$ cat src/rtl/spi_gate_consts.svh
`ifndef SPI_GATE_CONSTS_SVH
`define SPI_GATE_CONSTS_SVH

// Supply thresholds in millivolts
`define SENSOR_MIN_MV 16'd9000
`define LOGIC_MIN_MV 16'd3250

// Frame layout
`define FRAME_LONG_BITS 5'd16
`define FRAME_SHORT_BITS 5'd8
`define STOP_HIGH_POS 0
`define STOP_LOW_POS 1
`define UNDERVOLTAGE_ALARM_POS 7
`define OTA_POS 6
`define PARITY_LSB 2

`endif

$ cat src/rtl/spi_gate_pkg.sv
package spi_gate_pkg;

    typedef struct packed {
        logic sck;
        logic cs_n;
        logic mosi;
    } spi_pins_t;

    typedef struct packed {
        logic [15:0] sensor_mv;
        logic [15:0] logic_mv;
    } supply_t;

    typedef struct packed {
        logic [7:0] inputs;
        logic undervoltage_alarm_n;
        logic overtemp_alarm_n;
    } frame_src_t;

endpackage

$ cat src/rtl/spi_output_power_loss_gating.sv
`timescale 1ns/1ps
`include "spi_gate_consts.svh"

// How it works
// - Without sensor supply the block sleeps and its data output stays low in any transfer.
// - The last bit of a normal frame is a stop bit that is always high.
// - Power-loss reset is low when sensor supply is under 9 V or logic supply under 3.25 V.
// - With chip select high both data outputs are released, regardless of power-loss reset.
// - Powered and selected, the output drives frame data and the companion its complement.
// - In power loss and selected, the output is low and the companion high.
// - Frame bits leave most significant first, so the stop bit goes last.
// - Frame select low sends 16 bits, high sends the 8 input bits followed by 8 zero bits.
// - Long frames carry a low stop bit and a high stop bit with alarm and parity bits.
module spi_output_power_loss_gating (
    input wire logic mclk,
    input wire logic srst,
    input wire spi_gate_pkg::spi_pins_t spi_in,
    input wire spi_gate_pkg::supply_t supply,
    input wire spi_gate_pkg::frame_src_t frame_src,
    input wire logic frame_length_select,
    output logic miso,
    output logic miso_oe,
    output logic miso_n,
    output logic miso_n_oe,
    output logic power_ok,
    output logic sleeping
);
    import spi_gate_pkg::*;

    // ----------------------------------------
    // Input synchronisers
    // ----------------------------------------
    logic [2:0] pins_s;
    logic [9:0] src_s;

    sync2 #(.W(3)) u_sync_pins (
        .mclk(mclk),
        .srst(srst),
        .d({spi_in.sck, ~spi_in.cs_n, frame_length_select}),
        .q(pins_s)
    );

    sync2 #(.W(10)) u_sync_src (
        .mclk(mclk),
        .srst(srst),
        .d({frame_src.inputs, frame_src.undervoltage_alarm_n, frame_src.overtemp_alarm_n}),
        .q(src_s)
    );

    logic sck_s;
    logic cs_n_s;
    logic short_s;
    assign sck_s = pins_s[2];
    assign cs_n_s = ~pins_s[1];
    assign short_s = pins_s[0];

    // ----------------------------------------
    // Supply monitor
    // ----------------------------------------
    logic por_n_r;
    logic sleep_r;

    function automatic logic sensor_ok(input logic [15:0] mv);
        return mv >= `SENSOR_MIN_MV;
    endfunction

    function automatic logic logic_ok(input logic [15:0] mv);
        return mv >= `LOGIC_MIN_MV;
    endfunction

    always_ff @(posedge mclk)
    begin
        if (srst)
            por_n_r <= 1'b0;
        else
            por_n_r <= sensor_ok(supply.sensor_mv) && logic_ok(supply.logic_mv);
    end

    always_ff @(posedge mclk)
    begin
        if (srst)
            sleep_r <= 1'b1;
        else
            sleep_r <= !sensor_ok(supply.sensor_mv);
    end

    assign power_ok = por_n_r;
    assign sleeping = sleep_r;

    // ----------------------------------------
    // Frame build
    // ----------------------------------------
    function automatic logic xnor2(input logic a, input logic b);
        return ~(a ^ b);
    endfunction

    function automatic logic pair_parity(input logic a, input logic b, input logic c,
                                         input logic d);
        return xnor2(a, b) ^ xnor2(c, d);
    endfunction

    function automatic logic [15:0] build_frame(input logic [7:0] in_bits,
                                                 input logic uv_n, input logic ota_n);
        logic [15:0] f;
        f = 16'h0000;
        f[15:8] = in_bits;
        f[`UNDERVOLTAGE_ALARM_POS] = uv_n;
        f[`OTA_POS] = ota_n;
        f[`PARITY_LSB + 3] = pair_parity(in_bits[0], in_bits[1], in_bits[2], in_bits[3]);
        f[`PARITY_LSB + 2] = pair_parity(in_bits[4], in_bits[5], in_bits[6], in_bits[7]);
        f[`PARITY_LSB + 1] = pair_parity(in_bits[0], in_bits[2], in_bits[4], in_bits[6]);
        f[`PARITY_LSB] = pair_parity(in_bits[1], in_bits[3], in_bits[5], in_bits[7]);
        f[`STOP_LOW_POS] = 1'b0;
        f[`STOP_HIGH_POS] = 1'b1;
        return f;
    endfunction

    // ----------------------------------------
    // Link edges
    // ----------------------------------------
    logic sck_d_r;
    logic cs_n_d_r;
    logic sck_fall;
    logic cs_fall;

    always_ff @(posedge mclk)
    begin
        if (srst)
            sck_d_r <= 1'b0;
        else
            sck_d_r <= sck_s;
    end

    always_ff @(posedge mclk)
    begin
        if (srst)
            cs_n_d_r <= 1'b1;
        else
            cs_n_d_r <= cs_n_s;
    end

    assign sck_fall = sck_d_r & ~sck_s;
    assign cs_fall = cs_n_d_r & ~cs_n_s;

    // ----------------------------------------
    // Frame capture
    // ----------------------------------------
    logic [15:0] frame_full;
    logic [15:0] frame_load;

    assign frame_full = build_frame(src_s[9:2], src_s[1], src_s[0]);

    always_comb
    begin
        if (short_s)
            frame_load = {frame_full[15:8], 8'h00};
        else
            frame_load = frame_full;
    end

    // ----------------------------------------
    // Shift register
    // ----------------------------------------
    logic [15:0] shift_r;

    always_ff @(posedge mclk)
    begin
        if (srst)
            shift_r <= 16'h0000;
        else if (cs_fall)
            shift_r <= frame_load;
        else if (!cs_n_s && sck_fall)
            shift_r <= {shift_r[14:0], 1'b0};
    end

    // ----------------------------------------
    // Output gating
    // ----------------------------------------
    logic lost;
    logic data_bit;

    assign lost = !por_n_r || sleep_r;
    assign data_bit = cs_fall ? frame_load[15] : shift_r[15];

    always_ff @(posedge mclk)
    begin
        if (srst)
        begin
            miso_oe <= 1'b0;
            miso_n_oe <= 1'b0;
        end
        else
        begin
            miso_oe <= ~cs_n_s;
            miso_n_oe <= ~cs_n_s;
        end
    end

    always_ff @(posedge mclk)
    begin
        if (srst)
        begin
            miso <= 1'b0;
            miso_n <= 1'b1;
        end
        else if (lost)
        begin
            miso <= 1'b0;
            miso_n <= 1'b1;
        end
        else
        begin
            miso <= data_bit;
            miso_n <= ~data_bit;
        end
    end

endmodule // spi_output_power_loss_gating

$ cat src/rtl/sync2.sv
`timescale 1ns/1ps

module sync2 #(
    parameter int W = 1
)(
    input wire logic mclk,
    input wire logic srst,
    input wire logic [W-1:0] d,
    output logic [W-1:0] q
);

    logic [W-1:0] meta_r;

    always_ff @(posedge mclk)
    begin
        if (srst)
        begin
            meta_r <= '0;
            q <= '0;
        end
        else
        begin
            meta_r <= d;
            q <= meta_r;
        end
    end

endmodule // sync2
$ cat config.mk
export PLATFORM = sky130hd
export DESIGN_NAME = spi_output_power_loss_gating
export DESIGN_NICKNAME = d
export VERILOG_FILES = /design/src/rtl/spi_gate_pkg.sv /design/src/rtl/spi_output_power_loss_gating.sv /design/src/rtl/sync2.sv
export VERILOG_INCLUDE_DIRS = /design/src /design/src/rtl
export SDC_FILE = /design/constraint.sdc
export NUM_CORES = 1
export LEC_CHECK = 0
export BUFFER_PORTS_ARGS = -buffer_cell sky130_fd_sc_hd__buf_2
export CORE_MARGIN = 3
export CORE_UTILIZATION = 25
export CTS_CLUSTER_SIZE = 30
export DETAILED_ROUTE_END_ITERATION = 6
export HOLD_SLACK_MARGIN = 0.02
export PLACE_DENSITY_LB_ADDON = 0.1
export SLEW_MARGIN = 5
export SYNTH_ARGS = -nofsm -noshare
export SYNTH_HDL_FRONTEND = slang
export SYNTH_SLANG_ARGS = --single-unit
$ cat constraint.sdc
create_clock -name mclk -period 1.27 [get_ports mclk]
set_input_delay 0.254 -clock mclk [delete_from_list [all_inputs] [get_ports mclk]]
set_output_delay 0.254 -clock mclk [all_outputs]
set_load 0.005 [all_outputs]
==> flow_summary.json, run 1 <==
{
  "status": "complete, no violations",
  "synth_top_family_by_area": "simple AND/OR/NAND/NOR gates",
  "port_buffers": 48,
  "routed_wl_mm": 3.45,
  "htreeDepth": 2,
  "fin_nets": 276,
  "reg2reg_to": "miso_n",
  "cp.arrival_ns": 1.44,
  "cp_max_fo": 5,
  "ys_warn_count": 0,
  "hpwlAfterDp_mm": 2.55,
  "holdPathEnd": "u_sync_pins.meta_r[1]",
  "peakVddDrop_uv": 516,
  "reg2reg_depth": 3,
  "num_vias": 1293,
  "mostFrequentLayoutCell": "buf_2",
  "rrSetupSlack_ns": 0.02,
  "worst_pin_slew_ns": 0.311,
  "path_class": "flop to flop",
  "drive_gt1_share_pct": 32.8,
  "p_switching_uw": 682,
  "numCtsBuffers": 5,
  "cts.sinks": 49,
  "synth-simple-area-share_pct": 22.2,
  "most-common-layout-cells": "buf_2 (48), dfxtp_1 (47), nor2b_1 (27)",
  "maxSlewViolCount": 0,
  "drc": 0,
  "finalCritPeriodShare_pct": 98.5,
  "gp_congestion": 0.722,
  "synth_area_sq_um": 1730,
  "ant_nets": 0,
  "max_slew_margin_pct": 79.2,
  "grt_pass1_vias": 1241,
  "worst_slack_ns": 0.0193,
  "hold_depth": 2,
  "p_leak_nw": 0.896,
  "grt_max_degree": 25,
  "seqPwrFrac_pct": 56.9,
  "synth_compound_gate_area_share_pct": 12.5,
  "core_sq_um": 6530,
  "grt_pass1_wl_mm": 5.91,
  "clockBufferDepth": 2,
  "syn_nets": 222,
  "area_growth_pct": 29.1,
  "period_needed_ns": 1.25,
  "critical_path.slowest_cell": "or4b_4",
  "netlist_instances": 174,
  "die_w_um": 89.1,
  "synth_seq_cells": 49,
  "track_usage_pct": 9.77,
  "p_per_area_nw_per_um2": 1300,
  "row_count": 29,
  "yosysTopAreaCellShare_pct": 56.8,
  "synth_xor_area_share_pct": 4.06,
  "die_area_sq_um": 7940,
  "cts_tree": "built",
  "chipHeight_um": 89.1,
  "final_util_pct": 34.1,
  "hold_violations": 0,
  "hp-start": "spi_in[1]",
  "p_comb_share_pct": 9.2,
  "synth_area_leader_cell": "dfxtp_1",
  "rr_startpoint": "cs_n_d_r",
  "grt_antenna_before_repair": 0,
  "cts.reportedPaths.clkPinSlew_ns": 0.10,
  "antenna_cells": 0,
  "whs_ns": 0.0977,
  "critPathRequiredTime_ns": 1.46,
  "synthAdderAreaFrac_pct": 0,
  "cts-hold-fix-buffers": 0,
  "crit_chain": "and2_4, mux2i_1, or4b_4",
  "maxCapViolCount": 0,
  "clkPwrFrac_pct": 33.9,
  "drtIter0Drc": 23,
  "finalClockSkew_ns": 0.0133,
  "first_pass_iters": 4,
  "place_ws_ns": 0.00113,
  "postCtsSetupRepairBufs": 0,
  "slowest_delay_ns": 0.49,
  "fin_setup_tns_ns": 0,
  "hp-class": "input pin to flop",
  "synth.yosys.seq_area_share_pct": 56.8,
  "syn_avg_cell_area_sq_um": 9.92,
  "ys_types": 31,
  "clk_latency_ns": 0.30,
  "p_int_mw": 2.21,
  "rsz0062_at_grt": "true",
  "start_kind": "flop",
  "start_util_pct": 26.4,
  "cts_root_buf": "clkbuf_8",
  "total_power_mw": 2.89,
  "io_pins": 54,
  "gr-total-overflow": 0,
  "synth.area.mux_share_pct": 1.16,
  "avgViaCountPerCell": 4.23,
  "swShare_pct": 23.6,
  "end_kind": "flop",
  "synth_area_leaders": "dfxtp_1 (57%), nor2b_1 (10%), nand2_1 (3.7%)",
  "routedWlPerCell_um": 11.3,
  "setup_viol": 0,
  "clock.fmax_mhz": 800
}
## state kept, by name, indices dropped and copies added, names as in the netlist
signal              flops
u_sync_src.meta_r      10
sck_d_r                 1
miso_n                  1
cs_n_d_r                1
u_sync_pins.meta_r      3
u_sync_src.q           10
shift_r                16
u_sync_pins.q           3
sleeping                1
power_ok                1
miso_n_oe               1
miso                    1
## synth_stat cells
cell,count
buf_4,1
nand2b_1,2
nor3_1,1
or3_1,1
buf_2,3
a21oi_1,5
o22ai_1,5
o221ai_1,4
nor2b_1,28
nor2_1,15
a211oi_1,3
o21ai_0,2
or4b_4,1
inv_1,3
o21a_1,1
clkbuf_1,5
xor2_1,4
xnor2_1,4
inv_2,1
and2_4,1
o22a_1,1
nand4b_1,1
a31oi_1,1
nand4_1,1
nor3b_1,2
nor4_1,2
o211ai_1,1
nand2_1,17
mux2i_1,2
a311oi_1,7
dfxtp_1,49
## repair_timing
action                     4_1_cts  5_1_grt
setup endpoints to repair        1       15
resized for setup                1        8
gates cloned                     0        0
pin swaps                        0        1
## power groups by stage
stage          Combinational, mW  Clock, mW  Sequential (mW)
2_1_floorplan              0.150          0             1.67
3_3_place_gp               0.264          0             1.68
4_1_cts                    0.266       1.03             1.64
5_1_grt                    0.303       1.09             1.66
3_5_place_dp               0.265          0             1.68
6_report                   0.266      0.980             1.65
## metrics by stage
step           std cells  area [sq um]
2_1_floorplan        174          1730
3_3_place_gp         298          2090
3_5_place_dp         298          2090
4_1_cts              306          2200
5_1_grt              306          2230
6_report             306          2230
## per-layer routing
metal	part of all wire (%)	wire length [um]	global-route usage, %
met5	0	0	0
met4	1.8	61	4.06
met3	3.1	106	3.04
met2	48	1650	15.5
met1	47	1620	12.3
## cell type report
class	instances	area [sq um]
Tap cell	77	96.3
Clock buffer	6	82.6
Timing Repair Buffer	56	317
Inverter	4	15.0
Clock inverter	2	17.5
Fill cell	700	4300
Sequential cell	49	983
Multi-Input combinational cell	112	717
## kinds of logic after synthesis
family / count (synthesis)
and+or+nand+nor: 72
DFF: 49
AOI/OAI and AO/OA: 30
buffers and inverters: 13
xor gates and xnor gates: 8
muxes: 2
## critical path: cells and delay by family (launching register included)
family           cells  cell delay [ns]
multiplexers         1             0.12
AND/OR/NAND/NOR      2             0.65
flip-flops           1             0.36
## worst max-delay path by stage
stage	startpoint	endpoint	slack, ns	cells past startpoint
2_1_floorplan	u_sync_pins.q[1]	miso_n	0.06	3
3_3_place_gp	cs_n_d_r	miso_n	0.004	3
3_5_place_dp	cs_n_d_r	miso_n	0.001	3
4_1_cts	cs_n_d_r	miso_n	0.01	3
5_1_grt	cs_n_d_r	miso_n	-0.03	3
6_report	cs_n_d_r	miso_n	0.02	3
Power figures use the tool's default switching activity.
==> inputs of run 2 (changes only) <==
--- a/config.mk
+++ b/config.mk
@@ -12,7 +12,8 @@
 export CTS_CLUSTER_SIZE = 30
 export DETAILED_ROUTE_END_ITERATION = 6
 export HOLD_SLACK_MARGIN = 0.02
-export PLACE_DENSITY_LB_ADDON = 0.1
+export PLACE_DENSITY = 0.51
+export REMOVE_ABC_BUFFERS = 1
 export SLEW_MARGIN = 5
 export SYNTH_ARGS = -nofsm -noshare
 export SYNTH_HDL_FRONTEND = slang
==> run 2 against run 1 <==
  * Die area is the same
  * Sequential share of layout area is essentially flat
  * Combinational power barely moved
  * Power is 4.4% higher
  * Clock-buffer cell count rose by 1
  * Worst hold slack better by 0.036 ns
  * Worst setup slack gained 0.015 ns
  * Cell count increased by 0.65%
  * Clock skew decreased by 0.0066 ns
  * Final area grew 0.17%
  * Non-clock buffer count grew 2
==> flow_summary.json, run 2 (synthesized netlist as in run 1, its figures left out) <==
{
  "slowest_delay_ns": 0.49,
  "critical_path.slowest_cell": "or4b_4",
  "first_pass_iters": 4,
  "reg2reg_to": "miso_n",
  "antenna_cells": 0,
  "routed_wl_mm": 3.34,
  "hold_violations": 0,
  "hold_depth": 2,
  "clockBufferDepth": 2,
  "finalInstanceArea_sq_um": 2230,
  "largestRegisters": "shift_r (16), u_sync_src.meta_r (10), u_sync_src.q (10)",
  "rrSetupSlack_ns": 0.03,
  "top_register": "shift_r",
  "die_w_um": 89.1,
  "core_sq_um": 6530,
  "p_comb_share_pct": 8.8,
  "clock.fmax_mhz": 809,
  "drc": 0,
  "path_class": "flop to flop",
  "holdPathEnd": "u_sync_pins.meta_r[1]",
  "gp_congestion": 0.728,
  "maxCapViolCount": 0,
  "fin_nets": 278,
  "start_kind": "flop",
  "max_slew_margin_pct": 81.4,
  "cts-hold-fix-buffers": 0,
  "drtIter0Drc": 77,
  "finalClockSkew_ns": 0.00670,
  "largest_reg_flops": 16,
  "track_usage_pct": 8.95,
  "hpwlAfterDp_mm": 2.47,
  "p_int_mw": 2.40,
  "htreeDepth": 2,
  "cpLargestDelayFamily": "simple AND/OR/NAND/NOR gates",
  "hp-start": "spi_in[1]",
  "port_buffers": 48,
  "drive_gt1_share_pct": 31.2,
  "grt_antenna_before_repair": 0,
  "cts_tree": "built",
  "crit_chain": "and2_4, mux2i_1, or4b_4",
  "cts_root_buf": "clkbuf_8",
  "dpl_cell_area_sq_um": 2110,
  "seqPwrFrac_pct": 54.5,
  "whs_ns": 0.133,
  "row_count": 29,
  "crit_cells": 3,
  "cp_max_fo": 5,
  "cp.arrival_ns": 1.41,
  "finalCritPeriodShare_pct": 97.3,
  "io_pins": 54,
  "gr-total-overflow": 0,
  "final.fill_count": 712,
  "routedWlPerCell_um": 10.8,
  "worst_slack_ns": 0.0340,
  "p_per_area_nw_per_um2": 1350,
  "cts.sinks": 49,
  "critPathRequiredTime_ns": 1.44,
  "end_kind": "flop",
  "start_util_pct": 26.4,
  "num_vias": 1332,
  "grt_pass1_wl_mm": 5.33,
  "maxSlewViolCount": 0,
  "mostFrequentLayoutCell": "buf_2",
  "clkPwrFrac_pct": 36.8,
  "most-common-layout-cells": "buf_2 (48), dfxtp_1 (46), nor2b_1 (27)",
  "grt_max_degree": 25,
  "rsz0062_at_grt": "true",
  "reg2reg_depth": 3,
  "chipHeight_um": 89.1,
  "numCtsBuffers": 5,
  "worst_pin_slew_ns": 0.278,
  "area_growth_pct": 29.3,
  "ant_nets": 0,
  "peakVddDrop_uv": 567,
  "critPathBufInv": 0,
  "die_area_sq_um": 7940,
  "rr_startpoint": "cs_n_d_r",
  "setup_viol": 0,
  "p_switching_uw": 618,
  "cts.reportedPaths.clkPinSlew_ns": 0.08,
  "hp-class": "input pin to flop",
  "avgViaCountPerCell": 4.32,
  "period_needed_ns": 1.24,
  "place_ws_ns": 0.0181,
  "swShare_pct": 20.5,
  "grt_pass1_vias": 1171,
  "clk_latency_ns": 0.29,
  "status": "complete, no violations",
  "fin_setup_tns_ns": 0,
  "final_util_pct": 34.2,
  "p_leak_nw": 0.907
}
-- run 2: cell count changes in the layout (fill, tap and decap cells not counted), moves of 2 or more --
cell,change
buf_4,+3
nor3b_1,+2
nor3b_2,-2
o221ai_1,+2
o221ai_2,-2
-- run 2: final cells by class --
cell class,instances,area [sq um],share of cell area [%]
Timing Repair Buffer,58,328,14.7
Multi-Input combinational cell,112,692,31.0
Clock inverter,1,30.0,1.35
Inverter,4,15.0,0.673
Tap cell,77,96.3,4.32
Sequential cell,49,985,44.1
Clock buffer,7,86.3,3.87
-- run 2: worst max-delay path by stage --
stage                             to  startpoint
after detailed placement      miso_n    cs_n_d_r
after CTS                     miso_n    cs_n_d_r
final                         miso_n    cs_n_d_r
after global routing      shift_r[2]     sck_d_r
after global placement        miso_n    cs_n_d_r
after floorplan           shift_r[5]     sck_d_r
-- run 2: through the flow --
stage | power, mW | cells
final | 3.02 | 308
after global routing | 3.19 | 308
after CTS | 3.08 | 308
after detailed placement | 1.95 | 300
after global placement | 1.95 | 300
after floorplan | 1.80 | 165
-- run 2: what timing repair did --
| action | in CTS | in global routing |
|---|---|---|
| setup buffers | 0 | 0 |
| setup endpoints to repair | 0 | 8 |
| gates resized for setup | 0 | 4 |
-- run 2: power groups by stage --
stage                     logic [mW]  clock network [mW]  registers, mW
after global placement         0.266                   0           1.68
final                          0.265                1.11           1.64
after CTS                      0.269                1.17           1.64
after detailed placement       0.269                   0           1.68
after floorplan                0.131                   0           1.67
after global routing           0.296                1.24           1.65
-- run 2: per-layer routing --
| layer | vias to the layer above | share of wire, % | track usage, % |
|---|---|---|---|
| met2 | 16 | 46 | 14.1 |
| met4 | 0 | 1.9 | 4.47 |
| li1 | 707 | - | - |
| met5 | - | 0 | 0 |
| met3 | 6 | 3.6 | 3.04 |
| met1 | 603 | 48 | 10.9 |
